===== config.mk =====
export PLATFORM = sky130hd
export DESIGN_NAME = hsqr_supervisor
export DESIGN_NICKNAME = d
export VERILOG_FILES = /design/src/core/hsqr_pkg.sv /design/src/core/hsqr_edge_meter.sv /design/src/core/hsqr_supervisor.sv
export SDC_FILE = /design/constraint.sdc
export NUM_CORES = 1
export LEC_CHECK = 0
export BUFFER_PORTS_ARGS = -buffer_cell sky130_fd_sc_hd__buf_2
export CORE_ASPECT_RATIO = 1.75
export CORE_UTILIZATION = 45
export DETAILED_ROUTE_END_ITERATION = 16
export MAX_ROUTING_LAYER = met4
export PLACE_DENSITY = 0.72
export SETUP_SLACK_MARGIN = 0.2
export SLEW_MARGIN = 20
export SYNTH_ARGS = -nofsm -noshare
export SYNTH_HDL_FRONTEND = slang
export SYNTH_SLANG_ARGS = --single-unit
export TNS_END_PERCENT = 50

===== constraint.sdc =====
create_clock -name mclk -period 11.44 [get_ports mclk]
set_input_delay 1.716 -clock mclk [delete_from_list [all_inputs] [get_ports mclk]]
set_output_delay 1.716 -clock mclk [all_outputs]
set_load 0.02 [all_outputs]

===== src/core/hsqr_pkg.sv =====
package hsqr_pkg;

	// ****************************************
	// Register map (byte addresses)
	// ****************************************
	localparam int          HSQR_ADDR_W       = 8;
	localparam logic [7:0]  HSQR_REG_CMD      = 8'h00; // Write-only command pulses
	localparam logic [7:0]  HSQR_REG_STATE    = 8'h04; // Sync state, one-hot
	localparam logic [7:0]  HSQR_REG_MERIT    = 8'h08; // Time merit code
	localparam logic [7:0]  HSQR_REG_OFFSET   = 8'h0c; // Edge offset, 0.1 ns units
	localparam logic [7:0]  HSQR_REG_DUR      = 8'h10; // Holdover duration, seconds
	localparam logic [7:0]  HSQR_REG_HSTAT    = 8'h14; // In-holdover and exceeded
	localparam logic [7:0]  HSQR_REG_LIMIT    = 8'h18; // Duration limit, seconds
	localparam logic [7:0]  HSQR_REG_WAIT     = 8'h1c; // Waiting reason
	localparam logic [7:0]  HSQR_REG_ERR      = 8'h20; // Error record, clear on read
	localparam logic [7:0]  HSQR_REG_OFS_MAX  = 8'h24; // Offset limit, 0.1 ns units

	// ****************************************
	// Field positions
	// ****************************************
	localparam int HSQR_CMD_MANUAL   = 0; // Enter manual holdover
	localparam int HSQR_CMD_RELEASE  = 1; // Release manual holdover
	localparam int HSQR_CMD_PRESET   = 2; // System preset
	localparam int HSQR_HST_HOLD     = 0; // In holdover
	localparam int HSQR_HST_EXCEED   = 1; // Limit exceeded

	// ****************************************
	// Reset and preset values
	// ****************************************
	localparam logic [31:0] HSQR_LIMIT_RST    = 32'h0001_5180; // 86400 s
	localparam logic [31:0] HSQR_OFS_MAX_RST  = 32'h0000_2710; // 1 us
	localparam logic [3:0]  HSQR_MERIT_MIN    = 4'h3;
	localparam logic [3:0]  HSQR_MERIT_MAX    = 4'h9;
	localparam logic [15:0] HSQR_ERR_NONE     = 16'h0000;
	localparam logic [15:0] HSQR_ERR_NOT_LOCK = 16'hff23; // -221
	localparam logic [15:0] HSQR_ERR_NO_DATA  = 16'hff1a; // -230

	// ****************************************
	// Timing
	// ****************************************
	localparam int          HSQR_CLK_PS       = 8000;  // Clock period in ps
	localparam int          HSQR_RES_PS       = 100;   // Offset resolution, 1E-10 s
	localparam int          HSQR_TICKS_PER_CYC = HSQR_CLK_PS / HSQR_RES_PS;
	localparam int          HSQR_GPS_LOSS_MS  = 2000;  // Missing GPS pulse after this
	localparam int          HSQR_GPS_LOSS_CYC =
		(HSQR_GPS_LOSS_MS * 1000) / HSQR_CLK_PS * 1000000;
	localparam int          HSQR_CONSIST_N    = 4;     // Seconds for a consistent verdict

	// ****************************************
	// Types
	// ****************************************
	typedef enum logic [5:0] {
		HSQR_ST_OFF     = 6'h01,
		HSQR_ST_MANUAL  = 6'h02,
		HSQR_ST_WAIT    = 6'h04,
		HSQR_ST_RECOVER = 6'h08,
		HSQR_ST_LOCKED  = 6'h10,
		HSQR_ST_POWERUP = 6'h20
	} hsqr_state_t;

	typedef enum logic [1:0] {
		HSQR_WR_NONE = 2'h0,
		HSQR_WR_HARDWARE_WAIT_REASON = 2'h1,
		HSQR_WR_GPS  = 2'h2,
		HSQR_WR_OFS  = 2'h3
	} hsqr_wait_t;

	typedef struct packed {
		logic               missing; // No GPS pulse seen lately
		logic signed [31:0] offset;  // GPS edge minus internal edge, 0.1 ns
	} hsqr_edge_t;

endpackage : hsqr_pkg


===== src/core/hsqr_edge_meter.sv =====
`timescale 1ns/1ps
`default_nettype none
module hsqr_edge_meter import hsqr_pkg::*; #(
	parameter int LOSS_CYC = HSQR_GPS_LOSS_CYC
) (
	// Clock and reset
	input  wire logic       mclk,
	input  wire logic       sys_rst,
	// Pulse edges, one cycle each
	input  wire logic       int_pps,
	input  wire logic       gps_pps,
	// Measurement
	output hsqr_edge_t      meas,
	output logic            meas_stb
);

	// ****************************************
	// Time stamps
	// ****************************************
	logic [31:0] stamp_ff;    // Free-running cycle count
	logic [31:0] int_at_ff;   // Stamp of internal edge
	logic [31:0] gps_at_ff;   // Stamp of GPS edge
	logic        have_int_ff; // Internal edge waiting for its partner
	logic        have_gps_ff; // GPS edge waiting for its partner
	logic [31:0] loss_ff;     // Cycles since last GPS edge
	logic signed [31:0] offset_ff; // Last signed reading
	logic        missing_ff;  // No GPS edge lately

	// One driver per field: both halves come from their own flops
	assign meas = {missing_ff, offset_ff};

	wire logic        pair_done = have_int_ff & have_gps_ff;
	wire logic [31:0] diff_cyc  = gps_at_ff - int_at_ff;
	wire logic signed [47:0] diff_wide = 48'(signed'(diff_cyc)) * 48'(HSQR_TICKS_PER_CYC);
	// Saturate: a half-second gap in 0.1 ns does not fit 32 bits
	wire logic        too_pos   = ~diff_wide[47] & (|diff_wide[46:31]);
	wire logic        too_neg   = diff_wide[47] & ~(&diff_wide[46:31]);
	wire logic signed [31:0] diff_sat = too_pos ? 32'sh7fff_ffff :
		too_neg ? 32'sh8000_0000 : diff_wide[31:0];

	// Stamp edges; a pair yields one signed reading
	always_ff @(posedge mclk or posedge sys_rst) begin
		if (sys_rst) begin
			stamp_ff    <= 32'h0;
			int_at_ff   <= 32'h0;
			gps_at_ff   <= 32'h0;
			have_int_ff <= 1'b0;
			have_gps_ff <= 1'b0;
			meas_stb    <= 1'b0;
			offset_ff   <= 32'sh0;
		end else begin
			stamp_ff <= stamp_ff + 32'h1;
			meas_stb <= pair_done;
			if (pair_done) begin
				offset_ff <= diff_sat;
			end
			if (int_pps) begin
				int_at_ff <= stamp_ff;
			end
			if (gps_pps) begin
				gps_at_ff <= stamp_ff;
			end
			have_int_ff <= int_pps | (have_int_ff & ~pair_done);
			have_gps_ff <= gps_pps | (have_gps_ff & ~pair_done);
		end
	end

	// Missing-pulse watchdog; nothing valid until a first GPS edge
	always_ff @(posedge mclk or posedge sys_rst) begin
		if (sys_rst) begin
			loss_ff    <= 32'h0;
			missing_ff <= 1'b1;
		end else if (gps_pps) begin
			loss_ff    <= 32'h0;
			missing_ff <= 1'b0;
		end else if (loss_ff >= 32'(LOSS_CYC)) begin
			missing_ff <= 1'b1;
		end else begin
			loss_ff <= loss_ff + 32'h1;
		end
	end

endmodule : hsqr_edge_meter
`default_nettype wire


===== src/core/hsqr_supervisor.sv =====
// The address map and the AXI4-Lite register port were chosen for this implementation.
`timescale 1ns/1ps
`default_nettype none
module hsqr_supervisor import hsqr_pkg::*; #(
	parameter int LOSS_CYC  = HSQR_GPS_LOSS_CYC,
	parameter int CONSIST_N = HSQR_CONSIST_N
) (
	// Clock and reset
	input  wire logic                   mclk,
	input  wire logic                   sys_rst,
	// AXI4-Lite write
	input  wire logic [HSQR_ADDR_W-1:0] s_axi_awaddr,
	input  wire logic                   s_axi_awvalid,
	output logic                        s_axi_awready,
	input  wire logic [31:0]            s_axi_wdata,
	input  wire logic [3:0]             s_axi_wstrb,
	input  wire logic                   s_axi_wvalid,
	output logic                        s_axi_wready,
	output logic [1:0]                  s_axi_bresp,
	output logic                        s_axi_bvalid,
	input  wire logic                   s_axi_bready,
	// AXI4-Lite read
	input  wire logic [HSQR_ADDR_W-1:0] s_axi_araddr,
	input  wire logic                   s_axi_arvalid,
	output logic                        s_axi_arready,
	output logic [31:0]                 s_axi_rdata,
	output logic [1:0]                  s_axi_rresp,
	output logic                        s_axi_rvalid,
	input  wire logic                   s_axi_rready,
	// Timing inputs
	input  wire logic                   int_pps,
	input  wire logic                   gps_pps,
	input  wire logic [31:0]            time_err_ns,
	// Discipline loop status
	input  wire logic                   loop_locked,
	input  wire logic                   sats_present,
	input  wire logic                   hw_fault,
	input  wire logic                   diag_mode,
	// Status outputs
	output hsqr_state_t                 sync_state,
	output logic                        in_holdover,
	output logic                        dur_exceeded
);

	// ****************************************
	// Helpers
	// ****************************************

	// Decade of a nanosecond error, floored at the lowest code in use
	function automatic logic [3:0] merit_of(input logic [31:0] err);
		logic [31:0] step;
		logic [3:0]  code;
		step = 32'h1;
		code = 4'h0;
		for (int i = 0; i < 9; i++) begin
			if (err >= step) begin
				code = code + 4'h1;
			end
			step = 32'(step * 32'ha);
		end
		return (code < HSQR_MERIT_MIN) ? HSQR_MERIT_MIN : code;
	endfunction : merit_of

	// ****************************************
	// State
	// ****************************************
	hsqr_state_t     nxt_state;
	logic            first_lock_ff;  // Set on first lock, cleared by preset
	logic [31:0]     dur_ff;         // Holdover seconds
	logic [31:0]     limit_ff;       // Holdover duration limit
	logic [31:0]     ofs_max_ff;     // Offset limit
	logic [3:0]      merit_ff;       // Time merit code
	logic [15:0]     err_ff;         // Last error code
	logic [3:0]      bad_run_ff;     // Consecutive readings over the limit
	logic [3:0]      good_run_ff;    // Consecutive readings within it
	logic            ofs_bad_ff;     // Offset consistently over limit
	hsqr_edge_t      edge_meas;
	logic            edge_stb;

	// ****************************************
	// Edge offset measurement
	// ****************************************
	hsqr_edge_meter #(
		.LOSS_CYC (LOSS_CYC)
	) u_meter (
		.mclk     (mclk),
		.sys_rst  (sys_rst),
		.int_pps  (int_pps),
		.gps_pps  (gps_pps),
		.meas     (edge_meas),
		.meas_stb (edge_stb)
	);

	// ****************************************
	// Bus decode
	// ****************************************
	logic                   aw_have_ff;  // Write address held
	logic                   w_have_ff;   // Write data held
	logic [HSQR_ADDR_W-1:0] aw_addr_ff;
	logic [31:0]            w_data_ff;
	logic [3:0]             w_strb_ff;

	wire logic wr_go   = aw_have_ff & w_have_ff & ~s_axi_bvalid;
	wire logic wr_cmd  = wr_go & (aw_addr_ff == HSQR_REG_CMD) & w_strb_ff[0];
	wire logic wr_lim  = wr_go & (aw_addr_ff == HSQR_REG_LIMIT);
	wire logic wr_omax = wr_go & (aw_addr_ff == HSQR_REG_OFS_MAX);
	wire logic wr_ok   = (aw_addr_ff == HSQR_REG_CMD) | (aw_addr_ff == HSQR_REG_LIMIT) |
		(aw_addr_ff == HSQR_REG_OFS_MAX);
	wire logic rd_go   = s_axi_arvalid & s_axi_arready;

	// Command pulses
	wire logic cmd_manual  = wr_cmd & w_data_ff[HSQR_CMD_MANUAL];
	wire logic cmd_release = wr_cmd & w_data_ff[HSQR_CMD_RELEASE];
	wire logic cmd_preset  = wr_cmd & w_data_ff[HSQR_CMD_PRESET];

	// ****************************************
	// Holdover conditions
	// ****************************************
	wire logic hold_now  = (sync_state == HSQR_ST_MANUAL) | (sync_state == HSQR_ST_WAIT) |
		(sync_state == HSQR_ST_RECOVER);
	wire logic manual_ok = first_lock_ff & (sync_state != HSQR_ST_OFF) &
		(sync_state != HSQR_ST_MANUAL);
	wire logic manual_rej = cmd_manual & ~first_lock_ff;
	// Priority: hardware, then satellites, then offset limit
	wire hsqr_wait_t reason = hw_fault ? HSQR_WR_HARDWARE_WAIT_REASON :
		~sats_present ? HSQR_WR_GPS :
		ofs_bad_ff ? HSQR_WR_OFS : HSQR_WR_NONE;
	wire logic must_wait = (reason != HSQR_WR_NONE);
	// Only the waiting state shows a reason; manual holdover shows none
	wire hsqr_wait_t wait_rpt = (sync_state == HSQR_ST_WAIT) ? reason : HSQR_WR_NONE;
	wire logic ofs_over = edge_meas.offset > signed'(ofs_max_ff) |
		edge_meas.offset < -signed'(ofs_max_ff);
	wire logic rd_ofs_err = rd_go & (s_axi_araddr == HSQR_REG_OFFSET) & edge_meas.missing;

	// ****************************************
	// Synchronisation state machine
	// ****************************************

	// Next state; manual holdover leaves through release, preset or diagnostic mode
	always_comb begin
		nxt_state = sync_state;
		case (sync_state)
			HSQR_ST_OFF: begin
				if (!diag_mode) nxt_state = HSQR_ST_POWERUP;
			end
			HSQR_ST_POWERUP: begin
				if (loop_locked) nxt_state = HSQR_ST_LOCKED;
			end
			HSQR_ST_LOCKED: begin
				if (must_wait) nxt_state = HSQR_ST_WAIT;
			end
			HSQR_ST_MANUAL: begin
				if (cmd_release) nxt_state = HSQR_ST_RECOVER;
			end
			HSQR_ST_WAIT: begin
				if (!must_wait) nxt_state = HSQR_ST_RECOVER;
			end
			HSQR_ST_RECOVER: begin
				if (must_wait) nxt_state = HSQR_ST_WAIT;
				else if (loop_locked) nxt_state = HSQR_ST_LOCKED;
			end
			default: nxt_state = HSQR_ST_POWERUP;
		endcase
		if (cmd_manual && manual_ok) nxt_state = HSQR_ST_MANUAL;
		if (diag_mode) nxt_state = HSQR_ST_OFF;
		if (cmd_preset) nxt_state = HSQR_ST_POWERUP;
	end

	// State register and first-lock memory
	always_ff @(posedge mclk or posedge sys_rst) begin
		if (sys_rst) begin
			sync_state    <= HSQR_ST_POWERUP;
			first_lock_ff <= 1'b0;
		end else begin
			sync_state <= nxt_state;
			if (cmd_preset) first_lock_ff <= 1'b0;
			else if (nxt_state == HSQR_ST_LOCKED) first_lock_ff <= 1'b1;
		end
	end

	// ****************************************
	// Holdover duration and limit
	// ****************************************

	// Count runs from zero on entry and freezes on exit
	always_ff @(posedge mclk or posedge sys_rst) begin
		if (sys_rst) begin
			dur_ff       <= 32'h0;
			in_holdover  <= 1'b0;
			dur_exceeded <= 1'b0;
		end else if (cmd_preset) begin
			dur_ff       <= 32'h0;
			in_holdover  <= 1'b0;
			dur_exceeded <= 1'b0;
		end else begin
			in_holdover <= hold_now;
			if (hold_now && !in_holdover) dur_ff <= 32'h0;
			else if (hold_now && int_pps) dur_ff <= dur_ff + 32'h1;
			dur_exceeded <= hold_now & (dur_ff > limit_ff);
		end
	end

	// Limit registers; the duration limit is whole seconds only, so no fraction is kept
	always_ff @(posedge mclk or posedge sys_rst) begin
		if (sys_rst) begin
			limit_ff   <= HSQR_LIMIT_RST;
			ofs_max_ff <= HSQR_OFS_MAX_RST;
		end else if (cmd_preset) begin
			limit_ff   <= HSQR_LIMIT_RST;
		end else begin
			if (wr_lim) limit_ff <= w_data_ff;
			if (wr_omax) ofs_max_ff <= w_data_ff;
		end
	end

	// ****************************************
	// Offset verdict and merit
	// ****************************************

	// A verdict flips only after a run of like readings
	always_ff @(posedge mclk or posedge sys_rst) begin
		if (sys_rst) begin
			bad_run_ff  <= 4'h0;
			good_run_ff <= 4'h0;
			ofs_bad_ff  <= 1'b0;
			merit_ff    <= HSQR_MERIT_MAX;
		end else begin
			merit_ff <= merit_of(time_err_ns);
			if (edge_stb) begin
				bad_run_ff  <= ofs_over ? bad_run_ff + 4'h1 : 4'h0;
				good_run_ff <= ofs_over ? 4'h0 : good_run_ff + 4'h1;
				if (ofs_over && bad_run_ff >= 4'(CONSIST_N - 1)) ofs_bad_ff <= 1'b1;
				if (!ofs_over && good_run_ff >= 4'(CONSIST_N - 1)) ofs_bad_ff <= 1'b0;
			end
		end
	end

	// ****************************************
	// Error record
	// ****************************************

	// A new error beats the clear from reading the record
	always_ff @(posedge mclk or posedge sys_rst) begin
		if (sys_rst) begin
			err_ff <= HSQR_ERR_NONE;
		end else if (manual_rej) begin
			err_ff <= HSQR_ERR_NOT_LOCK;
		end else if (rd_ofs_err) begin
			err_ff <= HSQR_ERR_NO_DATA;
		end else if (cmd_preset || (rd_go && s_axi_araddr == HSQR_REG_ERR)) begin
			err_ff <= HSQR_ERR_NONE;
		end
	end

	// ****************************************
	// AXI4-Lite write channel
	// ****************************************
	assign s_axi_awready = ~aw_have_ff;
	assign s_axi_wready  = ~w_have_ff;

	// Address and data taken in either order, answered together
	always_ff @(posedge mclk or posedge sys_rst) begin
		if (sys_rst) begin
			aw_have_ff   <= 1'b0;
			w_have_ff    <= 1'b0;
			aw_addr_ff   <= '0;
			w_data_ff    <= 32'h0;
			w_strb_ff    <= 4'h0;
			s_axi_bvalid <= 1'b0;
			s_axi_bresp  <= 2'h0;
		end else begin
			if (s_axi_awvalid && !aw_have_ff) begin
				aw_have_ff <= 1'b1;
				aw_addr_ff <= s_axi_awaddr;
			end
			if (s_axi_wvalid && !w_have_ff) begin
				w_have_ff <= 1'b1;
				w_data_ff <= s_axi_wdata;
				w_strb_ff <= s_axi_wstrb;
			end
			if (wr_go) begin
				aw_have_ff   <= 1'b0;
				w_have_ff    <= 1'b0;
				s_axi_bvalid <= 1'b1;
				s_axi_bresp  <= wr_ok ? 2'h0 : 2'h2;
			end else if (s_axi_bready) begin
				s_axi_bvalid <= 1'b0;
			end
		end
	end

	// ****************************************
	// AXI4-Lite read channel
	// ****************************************
	wire logic [HSQR_ADDR_W-1:0] ra = s_axi_araddr;
	wire logic [31:0] rd_mux =
		(ra == HSQR_REG_STATE)   ? {26'h0, sync_state} :
		(ra == HSQR_REG_MERIT)   ? {28'h0, merit_ff} :
		(ra == HSQR_REG_OFFSET)  ? (edge_meas.missing ? 32'h0 : edge_meas.offset) :
		(ra == HSQR_REG_DUR)     ? dur_ff :
		(ra == HSQR_REG_HSTAT)   ? {30'h0, dur_exceeded, in_holdover} :
		(ra == HSQR_REG_LIMIT)   ? limit_ff :
		(ra == HSQR_REG_WAIT)    ? {30'h0, wait_rpt} :
		(ra == HSQR_REG_ERR)     ? {{16{err_ff[15]}}, err_ff} :
		(ra == HSQR_REG_OFS_MAX) ? ofs_max_ff : 32'h0;
	wire logic rd_known = (ra == HSQR_REG_STATE) | (ra == HSQR_REG_MERIT) |
		(ra == HSQR_REG_OFFSET) | (ra == HSQR_REG_DUR) | (ra == HSQR_REG_HSTAT) |
		(ra == HSQR_REG_LIMIT) | (ra == HSQR_REG_WAIT) | (ra == HSQR_REG_ERR) |
		(ra == HSQR_REG_OFS_MAX);

	assign s_axi_arready = ~s_axi_rvalid;

	// One read at a time; missing offset answers with a slave error
	always_ff @(posedge mclk or posedge sys_rst) begin
		if (sys_rst) begin
			s_axi_rvalid <= 1'b0;
			s_axi_rdata  <= 32'h0;
			s_axi_rresp  <= 2'h0;
		end else if (rd_go) begin
			s_axi_rvalid <= 1'b1;
			s_axi_rdata  <= rd_mux;
			s_axi_rresp  <= (rd_known && !rd_ofs_err) ? 2'h0 : 2'h2;
		end else if (s_axi_rready) begin
			s_axi_rvalid <= 1'b0;
		end
	end

endmodule : hsqr_supervisor
`default_nettype wire


# Word-level counts from Yosys, hierarchy flattened
# Cells that the tools add are included.
# word_totals
elab_cells,224
inputBits,97
regBits,379
# op_classes
multipliers,1
add_sub_neg,15
bitwise,45
n_reduce_logical,31
n_lt_le_gt_ge,16
eq_ne,20
mux,65
# op_table
cell,count
two-way mux 32 bit,19
"adder 32 x 1 -> 32 bit, second input constant",3
greater-than comparator 32 bit,2
two-way mux 16 bit,3
two-way mux 6 bit,8
two-way mux 4 bit,11
"adder 4 x 1 -> 4 bit, second input constant",10
"equality test 8 x 5 -> 1 bit, second input constant",5
"multiplier 32 x 4 -> 36 bit, second input constant",1
">= comparator 32 x 1 -> 1 bit, second input constant",1
">= comparator 32 x 10 -> 1 bit, second input constant",1
">= comparator 32 x 14 -> 1 bit, second input constant",1
">= comparator 32 x 17 -> 1 bit, second input constant",1
">= comparator 32 x 20 -> 1 bit, second input constant",1
">= comparator 32 x 24 -> 1 bit, second input constant",1
">= comparator 32 x 27 -> 1 bit, second input constant",1
">= comparator 32 x 28 -> 1 bit, second input constant",1
">= comparator 32 x 4 -> 1 bit, second input constant",1
">= comparator 32 x 7 -> 1 bit, second input constant",1
< comparator 32 bit,1
negator 32 bit,1
subtractor 32 bit,1
case mux 6 bit (5 select lines),1
"equality test 8 x 6 -> 1 bit, second input constant",3
other kinds (26),114

# Depth between registers and ports, before layout
# Gate-level depths: netlist (run 1).
# depth
word_depth,20
mapped_depth,28

# Cells and area by module
# Synthesis (run 1) repeated with hierarchy kept, for this count alone.
# unflattened
hier_cells,2549
area_unflattened_um2,23850.4
# by_module_without_submodules
module,seq_area_each_um2,cells_each,instances,area_each_um2
hsqr_supervisor,5021.1,1438,1,13349.1
hsqr_edge_meter,4030.1,1111,1,10501.3

# Least setup slack after synthesis (run 1)
# Ideal clock, no wire load.
# synth_timing
kind,input to register
from,input time_err_ns[26]
to,register merit_ff[1]
path_slack_ps,5159
required_ps,11313
path_stages,24
t_arrival_ps,6153
path_buffers,1
setup_ps,127
path_cell_list,nor4_1 nand4_1 nor2_1 and3_1 inv_1 ha_1 clkbuf_1 xnor2_1 ha_1 xnor2_1 mux2i_1 xnor2_1 a21oi_1 ha_1 nand2_1 o21ai_0 xor2_1 a21oi_1 ha_1 mux2_2 ha_1 nand2_1 xnor2_1 o21ai_1
# synth_between
elab_chain_len,20
# synth_rtl
element,line_no,source
"start, declared",hsqr_supervisor.sv:33,"input wire logic [31:0] time_err_ns,"
>= comparator 32 x 1 -> 1 bit,hsqr_supervisor.sv:56,if (err >= step) begin
two-way mux 1 bit,hsqr_supervisor.sv:56,
adder 4 x 1 -> 4 bit,hsqr_supervisor.sv:57,code = code + 4'h1;
two-way mux 4 bit,hsqr_supervisor.sv:56,
adder 4 x 1 -> 4 bit,hsqr_supervisor.sv:57,
two-way mux 4 bit,hsqr_supervisor.sv:56,
adder 4 x 1 -> 4 bit,hsqr_supervisor.sv:57,
two-way mux 4 bit,hsqr_supervisor.sv:56,
(+4 left out),-,
adder 4 x 1 -> 4 bit,hsqr_supervisor.sv:57,
two-way mux 4 bit,hsqr_supervisor.sv:56,
adder 4 x 1 -> 4 bit,hsqr_supervisor.sv:57,
two-way mux 4 bit,hsqr_supervisor.sv:56,
adder 4 x 1 -> 4 bit,hsqr_supervisor.sv:57,
two-way mux 4 bit *,hsqr_supervisor.sv:56,
< comparator 4 x 2 -> 1 bit,hsqr_supervisor.sv:61,return (code < HSQR_MERIT_MIN) ? HSQR_MERIT_MIN : code;
two-way mux 4 bit *,hsqr_supervisor.sv:61,
"end signal, assigned",hsqr_supervisor.sv:228,merit_ff <= merit_of(time_err_ns);
"end, declared",hsqr_supervisor.sv:72,logic [3:0] merit_ff;
# Every way passes the cells marked *; elsewhere a longest branch is shown, timed or not.
# A chain may end at the register's enable or synchronous reset.

# Worst setup path after layout (run 1)
# layout_timing
from,register u_meter.gps_at_ff[0]
to,register u_meter.offset_ff[15]
# layout_between
elab_chain_len,7
# layout_rtl
element,line_no,source
"start, declared",hsqr_edge_meter.sv:22,logic [31:0] gps_at_ff;
"start signal, assigned",hsqr_edge_meter.sv:61,gps_at_ff <= stamp_ff;
subtractor 32 bit *,hsqr_edge_meter.sv:33,wire logic [31:0] diff_cyc = gps_at_ff - int_at_ff;
multiplier 32 x 4 -> 36 bit *,hsqr_edge_meter.sv:34,wire logic signed [47:0] diff_wide = 48'(signed'(diff_cyc)) * 48'(HSQR_TICKS_PER_CYC);
AND reduction 16 bit,hsqr_edge_meter.sv:37,wire logic too_neg = diff_wide[47] & ~(&diff_wide[46:31]);
NOT 1 bit,hsqr_edge_meter.sv:37,
AND 1 bit,hsqr_edge_meter.sv:37,
two-way mux 32 bit,hsqr_edge_meter.sv:39,too_neg ? 32'sh8000_0000 : diff_wide[31:0];
two-way mux 32 bit *,hsqr_edge_meter.sv:38,wire logic signed [31:0] diff_sat = too_pos ? 32'sh7fff_ffff :
"end signal, assigned",hsqr_edge_meter.sv:55,offset_ff <= diff_sat;
"end, declared",hsqr_edge_meter.sv:26,logic signed [31:0] offset_ff;
# Marked as above.

==> reports/results.ini, run 1 <==
[sta]
period_share_pct = 60.85
finalCriticalPeriod_ps = 6962
timing.final.hold_violations = 0
slew_headroom_pct = 30.41
slew_viol_final = 0
fin_skew_ps = 21.64
max_clock_freq_ghz = 0.1436
final.setup.tns_ps = 0
finalSetupViolCount = 0
grt_setup_unrepaired = no
worstMarginPinSlew_ps = 1042
hold_ws_ps = 478.4

[route]
wl_per_cell_um = 18.34
wl_met2_um = 33950
first_iter_violations = 1359
wl_um = 62310
ant_nets = 0
first_pass_iters = 6
viasPerCell = 5.925
via_count = 20132
drcViolationCount = 0
drt-met1-wl_um = 22790
wl_met3_um = 2322
top_layer = met4

[status]
status = finished, final reports clean

[pwr]
p_leak_nw = 12.17
power_density_mw_per_mm2 = 221.9
vdd_drop_max_v = 0.0001440

[worst_setup_path]
worstPathArrival_ps = 7400
critPathLaunchType = flip-flop
worstReg2RegEnd = u_meter.offset_ff[15]
criticalPathCategory = flip-flop to flip-flop
r2r_setup_slack_ps = 4480
end_kind = flip-flop
worst_ep_required_time_ps = 11880
reg2regPathDepth = 25
r2r-start = u_meter.gps_at_ff[0]
slowest_delay_ps = 950
timing.critical_path.to = u_meter.offset_ff[15]
path_max_fanout = 28
cp_slowest_cell = and4_1
crit_start = u_meter.gps_at_ff[0]

[logic_synthesis]
synthDominantCellAreaShare_pct = 36.45
synth_most_common_cell = dfrtp_1
synthDistinctLibCells = 92
syn_inst = 2606
synth_edf_count = 0
synthFlopType = dfrtp_1
synthTopCellsByArea = dfrtp_1 36%, ha_1 11%, mux2_2 5.2%
synth-simple-area-share_pct = 18.15
seq_area_frac_synth_pct = 37.99
synthMuxAreaShare_pct = 5.404
synth_seq_cells = 361
synth-async-reset-ratio_pct = 100.0
synth_xor_area_share_pct = 6.759
yosys.area.top_type = dfrtp_1
synth_top_family_by_area = simple AND/OR/NAND/NOR gates
synth_compound_area_share_pct = 16.46
mappedNetlistArea_sq_mm = 0.02382
yosysWarnings = 0
yosys.area_share.adder_pct = 10.78
synth_area_per_cell_sq_um = 9.142
synth_commonest_cells = 347 x dfrtp_1, 278 x nand2_1, 202 x ha_1

[die]
fp-row-count = 111
num_io_pins = 146
dieArea_sq_mm = 0.05390
die_width_um = 175.9
floorplan.initialDensity_pct = 45.50
core-area_sq_mm = 0.05236
fp.dieH_um = 306.4

[clock_network]
cts_sinks = 361
clk_pin_slew_worst_paths_ps = 70
cts_buffers = 35
tritoncts = done
root_buffer = clkbuf_16
cts_buffer_depth = 3
ctsHoldBuffers = 0
cts_setup_buffers = 0
cts_resized = 0
clk_latency_ps = 560
cts-htree-levels = 2

[final_layout]
nNetsFinal = 2996
postLayoutCoreUtil_pct = 50.31
syn_to_final_growth_pct = 10.57
layout-drive-gt1-share_pct = 14.89
fillers = 4805
instances_no_fill = 3398
antennaDiodeCount = 0

[global_route]
first_global_vias = 20586
grt_pass1_wl_um = 102000
grtUsageTotal_pct = 24.01
grt_max_degree = 174
gr-total-overflow = 0
antenna_found_initial = 1

[place]
finalWeightedCongestion = 0.9151
dpl.hpwl_um = 46780
portBuffers = 140
place_inst = 3335

[job]
drv_cap = 0

[min_path]
hold_class = flip-flop to flip-flop

## cells by family after synthesis
group | Yosys count
muxes | 115
AOI/OAI and AO/OA | 597
xor gates and xnor gates | 183
other | 1
DFF | 361
and+or+nand+nor | 880
buffers and inverters | 265
adders and majority gates | 204
## power breakdown
group	internal (mW)	switching, mW	leakage (nW)
Sequential	1.49	0.282	4.73
Combinational	1.28	1.59	6.86
Clock	0.682	0.518	0.576
## worst min path at each step
stage                              from                  end  slack, ps  depth (start not counted)
floorplan           u_meter.have_int_ff  u_meter.have_gps_ff        440                          1
global placement        s_axi_rdata[28]      s_axi_rdata[28]        460                          2
detailed placement      s_axi_rdata[31]      s_axi_rdata[31]        470                          2
CTS                     s_axi_rdata[31]      s_axi_rdata[31]        480                          2
global route            s_axi_rdata[22]      s_axi_rdata[22]        520                          2
finish                  s_axi_rdata[31]      s_axi_rdata[31]        480                          2
## worst max-delay path, delay by kind of cell (launching register included)
kind,cells,cell delay [ps]
AO/OA/AOI/OAI,12,3300
XOR/XNOR,1,170
adder cells (fa/ha/maj),4,1170
buffers and inverters,2,130
flip-flops,1,370
AND/OR/NAND/NOR,6,1700
## stage by stage
step | worst slack, ps | cell area, sq um | power [mW]
2_1_floorplan | 4895 | 23830 | 3.867
3_3_place_gp | 4412 | 25150 | 4.514
3_5_place_dp | 4214 | 25160 | 4.647
4_1_cts | 4508 | 26330 | 5.874
5_1_grt | 4068 | 26340 | 6.268
6_report | 4478 | 26340 | 5.847
## layout make-up
type	count	area, sq um	area share [%]
clock buffers	45	985.9	3.743
clock inverters	17	178.9	0.6792
inverters	150	566.8	2.152
multi-input cells	1981	13800	52.38
flip-flops and latches	361	9051	34.36
well taps	678	848.3	3.220
repair buffers	166	912.1	3.463
## cells in the final DEF, fill, tap and decap left out, drive strengths merged, types with 6 or more instances in the layout
master	count
or4	13
o22ai	6
buf	166
nand2b	15
mux2i	6
nand3b	7
o21a	15
xor2	76
nor4	25
o21ai	138
and3	51
and4	6
a221oi	55
a21oi	144
a31o	19
a21o	54
dfrtp	347
o31ai	11
nand3	83
clkinv	12
nor3	50
clkbuf	45
mux2	109
nand4	63
or3	16
inv	149
nand2	279
ha	202
a31oi	49
xnor2	107
and2	33
dfstp	14
a211o	12
nor2b	30
a211oi	12
nor2	190
o211ai	22
o21bai	10
## routing by layer
layer	up-vias	global-route usage, %
met3	187	2.307
li1	9533	-
met1	9847	23.96
met5	-	-
met4	0	12.82
met2	565	45.25
## state kept, by name, indices dropped and copies added (netlist names), 3 cells and up
signal             count
u_meter.loss_ff       32
w_data_ff             32
u_meter.int_at_ff     32
aw_addr_ff             8
u_meter.gps_at_ff     32
dur_ff                32
ofs_max_ff            32
s_axi_rdata           32
merit_ff               4
good_run_ff            4
limit_ff              32
u_meter.stamp_ff      32
err_ff                 3
u_meter.offset_ff     29
bad_run_ff             4
sync_state             6
Power figures use the tool's default switching activity.
==> run 2, diff against run 1 <==
==> constraint.sdc (replaced) <==
create_clock -name mclk -period 6.1 [get_ports mclk]
set_input_delay 0.915 -clock mclk [delete_from_list [all_inputs] [get_ports mclk]]
set_output_delay 0.915 -clock mclk [all_outputs]
set_load 0.02 [all_outputs]
==> run 2 against run 1 <==
  * Global-route usage up 0.41 points
  * Setup slack worse by 4100 ps
  * Utilization up 1.0 points
  * Critical path depth up 1
  * Critical endpoint is now u_meter.offset_ff[28]
  * Clock-buffer cell count up 2
  * Worst hold slack worse by 3.5 ps
  * First-iteration DRC count up 4.6%
  * Sequential share of layout area down 0.70 points
  * Die area unchanged
==> reports/results.ini, run 2 (synthesized netlist as in run 1, its figures left out) <==
[worst_setup_path]
r2r-start = u_meter.gps_at_ff[0]
worstPathArrival_ps = 6180  ; -1220 ps
criticalPathCategory = flip-flop to flip-flop
r2r_setup_slack_ps = 340  ; -4140 ps
end_kind = flip-flop
crit_start = u_meter.gps_at_ff[0]
worst_ep_required_time_ps = 6510  ; -5370 ps
path_max_fanout = 14  ; -50%
critPathLaunchType = flip-flop

[route]
first_pass_iters = 6  ; unchanged
viasPerCell = 5.912  ; -0.21%
wl_per_cell_um = 18.67  ; +1.8%
wl_um = 64330  ; +3.2%
ant_nets = 0  ; unchanged
first_iter_violations = 1421  ; +4.6%
via_count = 20374  ; +1.2%
drcViolationCount = 0  ; unchanged

[sta]
hold_ws_ps = 474.9  ; -3.502 ps
period_share_pct = 94.43  ; +34 points
slew_headroom_pct = 22.78  ; -7.6 points
finalSetupViolCount = 0  ; unchanged
timing.final.hold_violations = 0  ; unchanged
fin_skew_ps = 29.23  ; +7.584 ps
grt_setup_unrepaired = yes
worstMarginPinSlew_ps = 1158  ; +116.6 ps
max_clock_freq_ghz = 0.1736  ; +21%
finalCriticalPeriod_ps = 5760  ; -1201 ps
slew_viol_final = 0  ; unchanged

[place]
portBuffers = 140  ; unchanged
finalWeightedCongestion = 0.9180  ; +0.32%
dpl.hpwl_um = 47680  ; +1.9%
dpl_cell_area_sq_mm = 0.02551  ; +1.4%

[pwr]
power_density_mw_per_mm2 = 414.4  ; +87%
vdd_drop_max_v = 0.0003473  ; +140%
p_leak_nw = 12.41  ; +2.0%

[min_path]
hold_class = flip-flop to flip-flop
hold_start = s_axi_bresp[1]

[global_route]
grt_use_met2_pct = 46.79  ; +1.5 points
antenna_found_initial = 0  ; -1
grtUsageMet3_pct = 1.935  ; -0.37 points
first_global_vias = 20911  ; +1.6%
use_met1_pct = 24.06  ; +0.10 points
gr-total-overflow = 0  ; unchanged
grt_max_degree = 166  ; -4.6%
grtUsageTotal_pct = 24.42  ; +0.41 points
top_usage_layer = met2
grt_pass1_wl_um = 104000  ; +2.0%

[die]
fp.dieH_um = 306.4  ; unchanged
floorplan.initialDensity_pct = 45.50  ; unchanged
die_width_um = 175.9  ; unchanged
core-area_sq_mm = 0.05236  ; unchanged
dieArea_sq_mm = 0.05390  ; unchanged
fp-row-count = 111  ; unchanged
num_io_pins = 146  ; unchanged

[final_layout]
nNetsFinal = 3043  ; +1.6%
final_cell_mix = 347 x dfrtp_1, 276 x nand2_1, 201 x ha_1
syn_to_final_growth_pct = 12.87
final_common_cell = dfrtp_1
postLayoutCoreUtil_pct = 51.36  ; +1.0 points
antennaDiodeCount = 0  ; unchanged
final_area_sq_mm = 0.02689  ; +2.1%
layout-drive-gt1-share_pct = 17.34  ; +2.5 points

[clock_network]
cts_buffer_depth = 3  ; unchanged
root_buffer = clkbuf_16
clk_pin_slew_worst_paths_ps = 70  ; about the same
cts_sinks = 361  ; unchanged
cts_buffers = 36  ; +2.9%
ctsHoldBuffers = 0  ; unchanged
tritoncts = done
cts-htree-levels = 2  ; unchanged
clk_latency_ps = 550  ; about the same

[job]
drv_cap = 0  ; unchanged

[status]
status = finished, final reports clean

[run 2: cell types whose count changed in the layout (fill, tap and decap cells not counted), moves of 6 or more]
cell	before	now
buf_12	1	7
buf_4	24	61
a21oi_1	144	136
a21oi_2	0	8
[run 2: cell type report]
class | instances | area [sq um]
Timing Repair Buffer | 211 | 1346
Clock inverter | 17 | 122.6
Inverter | 150 | 566.8
Fill cell | 4766 | 25470
Sequential cell | 361 | 9051
Clock buffer | 47 | 1025
Tap cell | 678 | 848.3
Multi-Input combinational cell | 1982 | 13930
[run 2: path summary, 6_finish.rpt]
| path | to | cells after the start |
|---|---|---|
| min | s_axi_bresp[1] | 2 |
| min reg2reg | s_axi_bresp[1] | 2 |
| max | u_meter.offset_ff[28] | 26 |
| max in group asynchronous | dur_ff[30] | 3 |
| min in group asynchronous | bad_run_ff[1] | 3 |
| max reg2reg | u_meter.offset_ff[28] | 26 |
[run 2: where the power goes]
| part | switching, mW | internal, mW | total (mW) |
|---|---|---|---|
| combinational | 3.11 | 2.50 | 5.62 |
| clock | 0.999 | 1.20 | 2.20 |
| sequential | 0.530 | 2.80 | 3.33 |
[run 2: timing repair]
item / CTS / global route
buffers inserted: 1 / 5
resized for setup: 6 / 26
gates cloned: 0 / 2
setup endpoints to repair: 29 / 30
pin swaps: 2 / 13
[run 2: layer usage]
layer,wire [um],part of all wire [%],vias to the layer above
li1,-,-,9625
met1,23360,36,9952
met2,35260,55,593
met3,2094,3.3,204
met4,3614,5.6,0
met5,0,0,-
[run 2: critical path, cell delays in order, from the launching register on]
cell and delay, ps:
dfrtp_1 370, inv_1 70, ha_1 150, inv_1 60, fa_2 350, a21o_1 200
a21oi_2 180, o21ai_2 80, a21o_1 250, inv_1 90, o21ai_0 90, a21oi_1 210
xnor2_1 190, ha_1 280, ha_1 380, a21o_1 190, a21o_1 200, a21oi_2 230
o21ai_2 100, buf_4 140, o311a_1 340, or4_4 530, a21oi_2 130, and4_4 300
buf_12 170, a31oi_1 90, a211o_1 230
[run 2: metrics by stage]
stage,TNS [ps],cells,setup WS [ps],power [mW]
floorplan,0,2607,356.2,7.252
global placement,0,3374,15.45,8.587
detailed placement,-857.0,3374,-84.06,8.820
CTS,0,3439,215.6,11.09
global route,0,3446,150.6,11.96
finish,0,3446,339.6,11.14
